`config.mk`:
```
export PLATFORM = sky130hd
export DESIGN_NAME = fss_floppy_cmd
export DESIGN_NICKNAME = d
export VERILOG_FILES = /design/src/fss_pkg.sv /design/src/fss_floppy_cmd.sv
export VERILOG_INCLUDE_DIRS = /design/src
export SDC_FILE = /design/constraint.sdc
export NUM_CORES = 1
export LEC_CHECK = 0
export BUFFER_PORTS_ARGS = -buffer_cell sky130_fd_sc_hd__buf_2
export CORE_UTILIZATION = 62
export CTS_CLUSTER_SIZE = 14
export DETAILED_ROUTE_END_ITERATION = 8
export HOLD_SLACK_MARGIN = 0.06
export PLACE_DENSITY = 0.86
export SYNTH_ARGS = -nofsm -noshare
export SYNTH_HDL_FRONTEND = slang
export SYNTH_SLANG_ARGS = --single-unit
```
`constraint.sdc`:
```
create_clock -name i_core_clk -period 5.5 [get_ports i_core_clk]
set_clock_uncertainty 0.2 [all_clocks]
set_input_delay 0.55 -clock i_core_clk [delete_from_list [all_inputs] [get_ports i_core_clk]]
set_output_delay 0.55 -clock i_core_clk [all_outputs]
set_load 0.02 [all_outputs]
```
`src/fss_consts.svh`:
```
// Constants for the scan and seek command logic: opcodes, bit positions, timing
`ifndef FSS_CONSTS_SVH
`define FSS_CONSTS_SVH

`define FSS_CLK_NS          40
`define FSS_STEP_UNIT_NS    1000000
`define FSS_DELAY_UNIT_NS   1000000
`define FSS_PULSE_NS        8000
`define FSS_STEP_UNIT_CYC   (`FSS_STEP_UNIT_NS / `FSS_CLK_NS)
`define FSS_DELAY_UNIT_CYC  (`FSS_DELAY_UNIT_NS / `FSS_CLK_NS)
`define FSS_PULSE_CYC       ((`FSS_PULSE_NS + `FSS_CLK_NS - 1) / `FSS_CLK_NS)

`define FSS_OP_SEEK         8'h0f
`define FSS_OP_SENSE_INT    8'h08
`define FSS_OP_SENSE_DRV    5'h04
`define FSS_OP_SCAN_EQ      5'h11
`define FSS_OP_SCAN_LOW     5'h19
`define FSS_OP_SCAN_HIGH    5'h1d
`define FSS_LEN_SCAN        4'h9
`define FSS_LEN_SEEK        4'h3
`define FSS_LEN_SEEK_EXT    4'h4
`define FSS_LEN_SENSE_DRV   4'h2
`define FSS_LEN_ONE         4'h1
`define FSS_LEN_RES_SCAN    3'h7

`define FSS_SKIP_BIT        5
`define FSS_SAT_BIT         3
`define FSS_NOT_SAT_BIT     2
`define FSS_IC_NORMAL       2'h0
`define FSS_IC_ABNORMAL     2'h1
`define FSS_INVALID_RES     8'h80
`define FSS_WILD_BYTE       8'hff
`define FSS_STEP_RATE_TOP   5'h10

`endif

```
`src/fss_pkg.sv`:
```
// Types for the scan and seek command logic
package fss_pkg;

	typedef enum logic [3:0] {
		FSS_M_IDLE = 4'b0001,
		FSS_M_EXEC = 4'b0010,
		FSS_M_SCAN = 4'b0100,
		FSS_M_RES  = 4'b1000
	} fss_main_t;

	typedef enum logic [2:0] {
		FSS_S_IDLE  = 3'b001,
		FSS_S_DELAY = 3'b010,
		FSS_S_STEP  = 3'b100
	} fss_seek_t;

endpackage : fss_pkg

```
`src/fss_floppy_cmd.sv`:
```
// Scan, seek, sense interrupt and sense drive status command execution
`timescale 1ns/1ps
`include "fss_consts.svh"

module fss_floppy_cmd
	import fss_pkg::*;
#(
	parameter int unsigned STEP_UNIT_CYC  = `FSS_STEP_UNIT_CYC,
	parameter int unsigned DELAY_UNIT_CYC = `FSS_DELAY_UNIT_CYC
) (
	// Clock and reset
	input  wire logic       i_core_clk,
	input  wire logic       i_arst_n,
	// Host command bytes
	input  wire logic       i_cmd_wr,
	input  wire logic [7:0] i_cmd_byte,
	output logic            o_cmd_busy,
	// Host result bytes
	output logic            o_res_valid,
	output logic [7:0]      o_res_byte,
	input  wire logic       i_res_rd,
	// Configuration
	input  wire logic       i_extended_track_range,
	input  wire logic       i_wildcard,
	input  wire logic [3:0] i_step_rate,
	input  wire logic [7:0] i_delay_time,
	// Sector data from the read path
	output logic            o_sec_req,
	output logic [7:0]      o_sec_track,
	output logic [7:0]      o_sec_head,
	output logic [7:0]      o_sec_num,
	input  wire logic       i_data_valid,
	input  wire logic [7:0] i_disk_byte,
	input  wire logic [7:0] i_host_byte,
	input  wire logic       i_sec_end,
	input  wire logic       i_sec_deleted,
	input  wire logic       i_read_err,
	input  wire logic [7:0] i_err_status_one,
	input  wire logic [7:0] i_err_status_two,
	// Drive pins, plus transfer count end, drive busy flags and interrupt
	input  wire logic       i_transfer_count_end,
	input  wire logic       i_track0_n,
	input  wire logic       i_wprot_n,
	output logic            o_step,
	output logic            o_dir,
	output logic [3:0]      o_drive_busy,
	output logic            o_irq
);

	fss_main_t   m_q;
	fss_seek_t   seek_q;
	logic [7:0]  cmd_q [0:8];
	logic [3:0]  cnt_q;
	logic [3:0]  len_q;
	logic [3:0]  first_len;
	logic [7:0]  sec_q;
	logic        any_q;
	logic [7:0]  last_two_q;
	logic        diffd_q;
	logic        lt_q;
	logic [7:0]  res_q [0:6];
	logic [2:0]  res_len_q;
	logic [2:0]  res_idx_q;
	logic        res_irq_q;
	logic [2:0]  sync1_q;
	logic [2:0]  sync2_q;
	logic [2:0]  sync3_q;
	logic [2:0]  filt_q;
	logic [11:0] present_track_number_q [0:3];
	logic [11:0] target_q;
	logic [1:0]  seek_drv_q;
	logic        seek_head_q;
	logic [23:0] seek_cnt_q;
	logic [7:0]  seek_status_q;
	logic        pend_q;
	logic        seek_done_q;
	logic        fire_q;
	logic [7:0]  pulse_q;

	logic        transfer_end;
	logic        track0;
	logic        wprot;
	logic [4:0]  op5;
	logic        is_scan;
	logic        is_seek;
	logic        is_sense_int;
	logic        is_sense_drv;
	logic        byte_eq;
	logic        sat;
	logic [7:0]  outcome;
	logic        skipped;
	logic        scan_fin;
	logic        adv;
	logic [1:0]  fin_ic;
	logic [7:0]  fin_one;
	logic [7:0]  fin_two;
	logic        ld;
	logic        ld_irq;
	logic [2:0]  ld_len;
	logic [7:0]  ld_b [0:6];
	logic        sense_take;
	logic        res_last;
	logic [23:0] period;
	logic [11:0] cur_track;

	function automatic logic [3:0] fss_len(input logic [7:0] b, input logic ext);
		if (b[4:0] == `FSS_OP_SCAN_EQ || b[4:0] == `FSS_OP_SCAN_LOW ||
		    b[4:0] == `FSS_OP_SCAN_HIGH)
			return `FSS_LEN_SCAN;
		else if (b == `FSS_OP_SEEK)
			return ext ? `FSS_LEN_SEEK_EXT : `FSS_LEN_SEEK;
		else if (b[4:0] == `FSS_OP_SENSE_DRV)
			return `FSS_LEN_SENSE_DRV;
		else
			return `FSS_LEN_ONE;
	endfunction : fss_len

	// Pin inputs: a change counts once the second and third stages agree
	always_ff @(posedge i_core_clk or negedge i_arst_n) begin
		if (!i_arst_n) begin
			sync1_q <= 3'h0;
			sync2_q <= 3'h0;
			sync3_q <= 3'h0;
			filt_q  <= 3'h0;
		end else begin
			sync1_q <= {i_transfer_count_end, ~i_track0_n, ~i_wprot_n};
			sync2_q <= sync1_q;
			sync3_q <= sync2_q;
			filt_q  <= (sync2_q & sync3_q) | (filt_q & (sync2_q ^ sync3_q));
		end
	end

	assign transfer_end = filt_q[2];
	assign track0       = filt_q[1];
	assign wprot        = filt_q[0];

	assign op5          = cmd_q[0][4:0];
	assign is_scan      = fss_len(cmd_q[0], 1'b0) == `FSS_LEN_SCAN;
	assign is_seek      = cmd_q[0] == `FSS_OP_SEEK;
	assign is_sense_int = cmd_q[0] == `FSS_OP_SENSE_INT;
	assign is_sense_drv = op5 == `FSS_OP_SENSE_DRV;
	assign first_len    = fss_len(i_cmd_byte, i_extended_track_range);
	assign sense_take   = (m_q == FSS_M_EXEC) && is_sense_int && pend_q;
	assign res_last     = (res_idx_q + 3'h1) == res_len_q;
	assign cur_track    = present_track_number_q[seek_drv_q];
	assign period       = 24'((`FSS_STEP_RATE_TOP - {1'b0, i_step_rate}) * STEP_UNIT_CYC);

	// Scan decision for the sector now ending
	always_comb begin
		byte_eq = (i_disk_byte == i_host_byte) ||
		          (i_wildcard && (i_disk_byte == `FSS_WILD_BYTE ||
		                          i_host_byte == `FSS_WILD_BYTE));
		sat = !diffd_q || (op5 == `FSS_OP_SCAN_LOW && lt_q) ||
		      (op5 == `FSS_OP_SCAN_HIGH && !lt_q);
		outcome = 8'h00;
		if (!diffd_q)
			outcome[`FSS_SAT_BIT] = 1'b1;
		else if (!sat)
			outcome[`FSS_NOT_SAT_BIT] = 1'b1;
		skipped  = i_sec_deleted && cmd_q[0][`FSS_SKIP_BIT];
		scan_fin = 1'b0;
		fin_ic   = `FSS_IC_NORMAL;
		fin_one  = 8'h00;
		fin_two  = any_q ? last_two_q : 8'h08;
		if (m_q == FSS_M_SCAN) begin
			if (i_read_err) begin
				scan_fin = 1'b1;
				fin_ic   = `FSS_IC_ABNORMAL;
				fin_one  = i_err_status_one;
				fin_two  = i_err_status_two;
			end else if (i_sec_end) begin
				scan_fin = (!skipped && sat) || sec_q == cmd_q[6] || transfer_end;
				if (!skipped)
					fin_two = outcome;
			end else if (transfer_end) begin
				scan_fin = 1'b1;
			end
		end
		adv = (m_q == FSS_M_SCAN) && i_sec_end && !scan_fin;
	end

	// Result bytes to load
	always_comb begin
		ld     = 1'b0;
		ld_irq = 1'b0;
		ld_len = 3'h1;
		for (int i = 0; i < 7; i++)
			ld_b[i] = 8'h00;
		if (m_q == FSS_M_EXEC && !is_scan && !is_seek) begin
			ld = 1'b1;
			if (is_sense_int && pend_q) begin
				ld_irq  = 1'b1;
				ld_b[0] = seek_status_q;
				ld_b[1] = cur_track[7:0];
				ld_b[2] = {cur_track[11:8], 4'h0};
				ld_len  = i_extended_track_range ? 3'h3 : 3'h2;
			end else if (is_sense_drv) begin
				ld_b[0] = {1'b0, wprot, 1'b1, track0, 1'b1, cmd_q[1][2:0]};
			end else begin
				ld_b[0] = `FSS_INVALID_RES;
			end
		end else if (scan_fin) begin
			ld      = 1'b1;
			ld_irq  = 1'b1;
			ld_len  = `FSS_LEN_RES_SCAN;
			ld_b[0] = {fin_ic, 3'h0, cmd_q[1][2:0]};
			ld_b[1] = fin_one;
			ld_b[2] = fin_two;
			ld_b[3] = cmd_q[2];
			ld_b[4] = cmd_q[3];
			ld_b[5] = sec_q;
			ld_b[6] = cmd_q[5];
		end
	end

	// Command collection and main sequencing
	always_ff @(posedge i_core_clk or negedge i_arst_n) begin
		if (!i_arst_n) begin
			m_q        <= FSS_M_IDLE;
			cnt_q      <= 4'h0;
			len_q      <= 4'h1;
			sec_q      <= 8'h00;
			any_q      <= 1'b0;
			last_two_q <= 8'h00;
			o_sec_req  <= 1'b0;
			o_cmd_busy <= 1'b0;
			for (int i = 0; i < 9; i++)
				cmd_q[i] <= 8'h00;
		end else begin
			o_sec_req <= 1'b0;
			unique case (m_q)
				FSS_M_IDLE: begin
					if (i_cmd_wr) begin
						cmd_q[cnt_q] <= i_cmd_byte;
						if (cnt_q == 4'h0)
							len_q <= first_len;
						if ((cnt_q == 4'h0 ? first_len : len_q) == cnt_q + 4'h1) begin
							m_q        <= FSS_M_EXEC;
							cnt_q      <= 4'h0;
							o_cmd_busy <= 1'b1;
						end else begin
							cnt_q <= cnt_q + 4'h1;
						end
					end
				end
				FSS_M_EXEC: begin
					if (is_scan) begin
						sec_q     <= cmd_q[4];
						any_q     <= 1'b0;
						o_sec_req <= 1'b1;
						m_q       <= FSS_M_SCAN;
					end else if (is_seek) begin
						// Seek has no result; host must wait for its interrupt
						m_q        <= FSS_M_IDLE;
						o_cmd_busy <= 1'b0;
					end else begin
						m_q <= FSS_M_RES;
					end
				end
				FSS_M_SCAN: begin
					if (i_sec_end && !skipped && !i_read_err) begin
						any_q      <= 1'b1;
						last_two_q <= outcome;
					end
					if (scan_fin) begin
						m_q <= FSS_M_RES;
					end else if (adv) begin
						sec_q     <= sec_q + cmd_q[8];
						o_sec_req <= 1'b1;
					end
				end
				FSS_M_RES: begin
					if (i_res_rd && res_last) begin
						m_q        <= FSS_M_IDLE;
						o_cmd_busy <= 1'b0;
					end
				end
			endcase
		end
	end

	always_comb begin
		o_sec_track = cmd_q[2];
		o_sec_head  = cmd_q[3];
		o_sec_num   = sec_q;
	end

	// Running compare of one sector; first differing byte decides
	always_ff @(posedge i_core_clk or negedge i_arst_n) begin
		if (!i_arst_n) begin
			diffd_q <= 1'b0;
			lt_q    <= 1'b0;
		end else if (o_sec_req || m_q == FSS_M_EXEC) begin
			diffd_q <= 1'b0;
			lt_q    <= 1'b0;
		end else if (m_q == FSS_M_SCAN && i_data_valid && !diffd_q && !byte_eq) begin
			diffd_q <= 1'b1;
			lt_q    <= i_disk_byte < i_host_byte;
		end
	end

	// Result phase
	always_ff @(posedge i_core_clk or negedge i_arst_n) begin
		if (!i_arst_n) begin
			res_len_q   <= 3'h1;
			res_idx_q   <= 3'h0;
			res_irq_q   <= 1'b0;
			o_res_valid <= 1'b0;
			o_res_byte  <= 8'h00;
			for (int i = 0; i < 7; i++)
				res_q[i] <= 8'h00;
		end else if (ld) begin
			res_q       <= ld_b;
			res_len_q   <= ld_len;
			res_idx_q   <= 3'h0;
			res_irq_q   <= ld_irq;
			o_res_valid <= 1'b1;
			o_res_byte  <= ld_b[0];
		end else if (m_q == FSS_M_RES && i_res_rd) begin
			if (res_last) begin
				o_res_valid <= 1'b0;
				res_idx_q   <= 3'h0;
			end else begin
				res_idx_q  <= res_idx_q + 3'h1;
				o_res_byte <= res_q[res_idx_q + 3'h1];
			end
		end
	end

	// Interrupt: set wins over the clear by the first result read
	always_ff @(posedge i_core_clk or negedge i_arst_n) begin
		if (!i_arst_n)
			o_irq <= 1'b0;
		else if (seek_done_q || scan_fin)
			o_irq <= 1'b1;
		else if (m_q == FSS_M_RES && i_res_rd && res_idx_q == 3'h0 && res_irq_q)
			o_irq <= 1'b0;
	end

	// Seek engine; runs beside the main sequencer
	always_ff @(posedge i_core_clk or negedge i_arst_n) begin
		if (!i_arst_n) begin
			seek_q        <= FSS_S_IDLE;
			target_q      <= 12'h000;
			seek_drv_q    <= 2'h0;
			seek_head_q   <= 1'b0;
			seek_cnt_q    <= 24'h000000;
			seek_status_q <= 8'h00;
			pend_q        <= 1'b0;
			seek_done_q   <= 1'b0;
			fire_q        <= 1'b0;
			o_dir         <= 1'b0;
			o_drive_busy  <= 4'h0;
			for (int i = 0; i < 4; i++)
				present_track_number_q[i] <= 12'h000;
		end else begin
			seek_done_q <= 1'b0;
			fire_q      <= 1'b0;
			if (sense_take)
				pend_q <= 1'b0;
			unique case (seek_q)
				FSS_S_IDLE: begin
					// One drive at a time; a seek sent while another runs is dropped
					if (m_q == FSS_M_EXEC && is_seek) begin
						seek_drv_q   <= cmd_q[1][1:0];
						seek_head_q  <= cmd_q[1][2];
						target_q     <= i_extended_track_range ?
						                {cmd_q[3][7:4], cmd_q[2]} : {4'h0, cmd_q[2]};
						o_drive_busy[cmd_q[1][1:0]] <= 1'b1;
						seek_cnt_q   <= 24'(i_delay_time * DELAY_UNIT_CYC);
						seek_q       <= FSS_S_DELAY;
					end
				end
				FSS_S_DELAY: begin
					if (seek_cnt_q == 24'h000000) begin
						o_dir  <= target_q > cur_track;
						seek_q <= FSS_S_STEP;
					end else begin
						seek_cnt_q <= seek_cnt_q - 24'h000001;
					end
				end
				FSS_S_STEP: begin
					if (seek_cnt_q != 24'h000000) begin
						seek_cnt_q <= seek_cnt_q - 24'h000001;
					end else if (cur_track == target_q || (!o_dir && track0)) begin
						// Track zero while stepping out ends the seek there
						if (!o_dir && track0)
							present_track_number_q[seek_drv_q] <= 12'h000;
						seek_status_q <= {(cur_track == target_q || !o_dir && track0 &&
						                   target_q == 12'h000) ? `FSS_IC_NORMAL :
						                  `FSS_IC_ABNORMAL, 1'b1, 2'h0,
						                  seek_head_q, seek_drv_q};
						o_drive_busy[seek_drv_q] <= 1'b0;
						pend_q      <= 1'b1;
						seek_done_q <= 1'b1;
						seek_q      <= FSS_S_IDLE;
					end else begin
						fire_q     <= 1'b1;
						seek_cnt_q <= period - 24'h000001;
						present_track_number_q[seek_drv_q] <= o_dir ?
							cur_track + 12'h001 : cur_track - 12'h001;
					end
				end
				default: seek_q <= FSS_S_IDLE;
			endcase
		end
	end

	// Step pulse shaper
	always_ff @(posedge i_core_clk or negedge i_arst_n) begin
		if (!i_arst_n) begin
			pulse_q <= 8'h00;
			o_step  <= 1'b0;
		end else begin
			o_step  <= fire_q || pulse_q > 8'h01;
			pulse_q <= fire_q ? 8'(`FSS_PULSE_CYC) :
			           (pulse_q != 8'h00 ? pulse_q - 8'h01 : 8'h00);
		end
	end

endmodule : fss_floppy_cmd

```
==> summary.md <==
| Metric | Value |
|---|---|
| Ports | `~110` |
| Sequential area share after synthesis | `0.407` |
| PortBufs | `106` |
| Layout cells sized above 1 | `0.152` |
| Peak Freq | `~0.2 GHz` |
| Num CTS Buffers | `29` |
| Iteration-0 DRC Markers | `1,472` |
| Initial Utilization | `0.639` |
| Seq pwr share | `0.388` |
| Worst rel slew slack | `0.243` |
| Combinational power share | `0.259` |
| Top-area cell type share of the netlist area | `0.401` |
| Most frequent CP cell | `ha_1` |
| Worst VDD drop | `0.243 mV` |
| Pins Over Slew Limit | `0` |
| Sw Share | `0.319` |
| Largest net degree at the start of global routing | `164` |
| Syn Nets | `slightly above 2,000` |
| Number of remaining DRC errors | `0` |
| Post CTS Setup Buffer Count | `0` |
| Total GRT Usage | `0.327` |
| Critical path arrival | `5.37 ns` |
| HPWL after DPL | `31,500 microns` |
| Std cell rows | `60` |
| Final Hold Fails | `0` |
| WS Path Type | `in -> reg` |
| Commonest cells in the netlist | `278 x dfrtp_1, 254 x nand2_1, 142 x ha_1` |
| Num Clock Sinks | `282` |
| WL final | `45,800 microns` |
| Post_cts resized | `0` |
| Clk buf depth | `3` |
| Cell taking the most area after synthesis | `dfrtp_1` |
| Final Worst Setup Slack | `0.390 ns` |
| Switching pwr | `1.90 mW` |
| Required @ worst endpoint | `roughly 5.8 ns` |
| Count leader, synth | `dfrtp_1` |
| Int Power | `between 4 and 5 mW` |
| Final worst path period share | `0.929` |
| Worst-Skew Late Latency | `0.56 ns` |
| CP max-delay cell | `or4b_2` |
| Pwr Total | `approximately 5.9 mW` |
| DIE WIDTH | `169 microns` |
| Final GP Congestion | `0.910` |
| Post-Syn Instances | `1,800` |
| Vias in the first global route | `14,621` |
| Nature of the critical path endpoint | `flop` |
| Clock power share | `0.353` |
| Async set or reset register ratio after synthesis | `1.00` |
| Final setup fails | `0` |
| Pwr/cell area | `a little over 300 nW/um^2` |
| Max Cap Viol | `0` |
| Top FF cell, synth | `dfrtp_1` |
| Largest stage delay on the critical path | `0.69 ns` |
| YS warnings | `0` |
| DR WL/cell | `20.0 microns` |
| Leak pwr | `~9.3 nW` |
| Number of enable flip-flop cells after synthesis | `0` |
| Pre-CTS WS | `-0.0961 ns` |
| Root Driver | `clkbuf_16` |
| Final net count | `about 2,100` |
| Mapped cell area | `17,400 sq um` |
| First-pass GRT wire length | `74,600 microns` |
| #FFs+latches synth | `approximately 280` |
| Synth-to-Final Area Change | `11.8%` |
| Vias per Instance | `6.34` |
| Startpoint Class | `primary input` |
| R2R setup slack | `1.10 ns` |
| Status | `complete, no violations` |
| TritonCTS clock tree | `yes` |
| H-tree Lvls | `1` |
| Crit-path cells | `buf_2, inv_1, ha_1, xnor2_1, ha_1, ha_1, ha_1, inv_1, fa_1, inv_1, ha_1, fa_1, nor4_1, nor2b_1, and3_1, o221ai_1, or4b_2, nor4_1, a31oi_1, o21ai_0` |
| GRT overflow | `0` |
| Mapped Avg Cell Area | `between 9 and 10 sq um` |
| Top post-synthesis cells by area | `dfrtp_1 40%, ha_1 10%, nand2_1 5.5%, o21ai_0 4.1%, mux2_2 4.0%` |
| Total number of vias | `14,502` |
| Clock-pin slew on the worst setup and hold paths | `0.06 ns` |
| Fin crit period | `5.11 ns` |
| Core Box Area | `27,200 sq um` |
| First drt pass iteration count | `7` |
| Detail Route Antenna Nets | `0` |
| Worst hold path type | `reg -> reg` |
| Setup TNS | `0 ns` |
| Tightest Pin Transition | `1.14 ns` |
| RSZ-0062 raised after global routing | `false` |
| Initial antenna violation count | `2` |
| DIE HEIGHT | `169 microns` |
| Die ar. | `roughly 29,000 sq um` |
| Distinct cells, synth | `82` |
| Final hold slack | `0.147 ns` |
| CP max FO | `4` |
## final cells by class
type | count | area (sq um)
multi-input cells | 1322 | 9510
fillers | 1930 | 7770
well taps | 372 | 465
inverters | 106 | 398
repair buffers | 152 | 946
clock inverters | 9 | 168
flip-flops and latches | 282 | 7060
clock buffers | 43 | 858
diodes | 1 | 2.50
## cells in the final DEF (no fill, tap or decap), types with 14 or more instances in the layout
cell type | synthesis | final
a21oi_1 | 76 | 76
mux2_2 | 62 | 62
clkbuf_16 | 0 | 29
ha_1 | 142 | 142
xor2_1 | 27 | 27
mux4_2 | 19 | 19
inv_1 | 106 | 106
nand2b_1 | 22 | 22
nor4_1 | 22 | 21
o21ai_1 | 15 | 15
a221o_1 | 14 | 14
a21o_1 | 21 | 21
nand4_1 | 16 | 16
nand2_1 | 254 | 254
nand3_1 | 16 | 15
xnor2_1 | 47 | 47
nor3_1 | 45 | 45
o21ai_0 | 141 | 141
mux2i_1 | 20 | 20
fa_1 | 17 | 17
buf_4 | 16 | 26
nor2_1 | 107 | 107
nor2b_1 | 22 | 21
dfrtp_1 | 278 | 278
buf_2 | 8 | 105
dlygate4sd3_1 | 0 | 19
## critical path, delay by kind of cell
family	cells	cell delay (ns)
fa+ha+maj	7	2.15
simple gates	5	1.81
compound gates	3	0.35
buf+inv	4	0.25
xor+xnor	1	0.25
## per-layer routing
metal | vias to the layer above | GRT usage | part of all wire | routed length, microns
met5 | - | 0 | 0.00028 | 13
met3 | 158 | 0.0574 | 0.077 | 3530
met2 | 683 | 0.548 | 0.48 | 22100
met4 | 2 | 0.143 | 0.044 | 2020
li1 | 6579 | - | - | -
met1 | 7080 | 0.417 | 0.40 | 18100
## logic make-up (layout without fill, tap and decap cells)
logic type	count (synthesis)	in the layout	synth area share
AOI/OAI and AO/OA	400	400	0.146
xor gates and xnor gates	75	75	0.0386
adders and majority gates	159	159	0.122
buffers and inverters	196	310	0.0464
DFF	282	282	0.407
muxes	101	101	0.0764
other	0	1	0
and+or+nand+nor	587	587	0.163
## path summary, 6_finish.rpt
path	cells after the start	startpoint	endpoint
worst min register to register	0	sync1_q[2]$_DFF_PN0_	sync2_q[2]$_DFF_PN0_
worst max register to register	14	seek_drv_q[0]$_DFFE_PN0P_	seek_cnt_q[20]$_DFFE_PN0P_
worst max-delay path	20	i_step_rate[0]	seek_cnt_q[23]$_DFFE_PN0P_
worst min-delay path	0	sync1_q[2]$_DFF_PN0_	sync2_q[2]$_DFF_PN0_
max in group asynchronous	3	i_arst_n	cnt_q[1]$_DFFE_PN0P_
min in group asynchronous	2	i_arst_n	present_track_number_q[37]$_DFFE_PN0P_
## stage by stage
step,instance area (sq um),util,instances
4_1_cts,19400,0.714,2286
6_report,19400,0.714,2287
3_5_place_dp,18200,0.669,2215
5_1_grt,19400,0.714,2286
3_3_place_gp,18200,0.669,2215
2_1_floorplan,17400,-,1800
## sequential cells by signal, summed over array words and instances, names as in the netlist, 3 cells and up
name and flops:
res_q 56, present_track_number_q 48, cmd_q 43, seek_cnt_q 24, target_q 12, o_res_byte 8
o_sec_head 8, o_sec_num 8, o_sec_track 8, pulse_q 8, seek_status_q 5, cnt_q 4
len_q 4, m_q 4, o_drive_busy 4, filt_q 3, res_idx_q 3, res_len_q 3
seek_q 3, sync1_q 3, sync2_q 3, sync3_q 3
## power by group through the flow
stage	combinational (mW)	clock [mW]	sequential, mW
floorplan	1.07	0	2.33
global placement	1.45	0	2.33
detailed placement	1.49	0	2.33
CTS	1.53	2.11	2.30
global route	1.71	2.20	2.32
finish	1.54	2.10	2.31
## repair_timing
item	in CTS	in global routing
hold buffers	19	0
endpoints found under the setup margin	0	0
endpoints found under the hold margin	135	0
(Power assumes the default switching activity.)
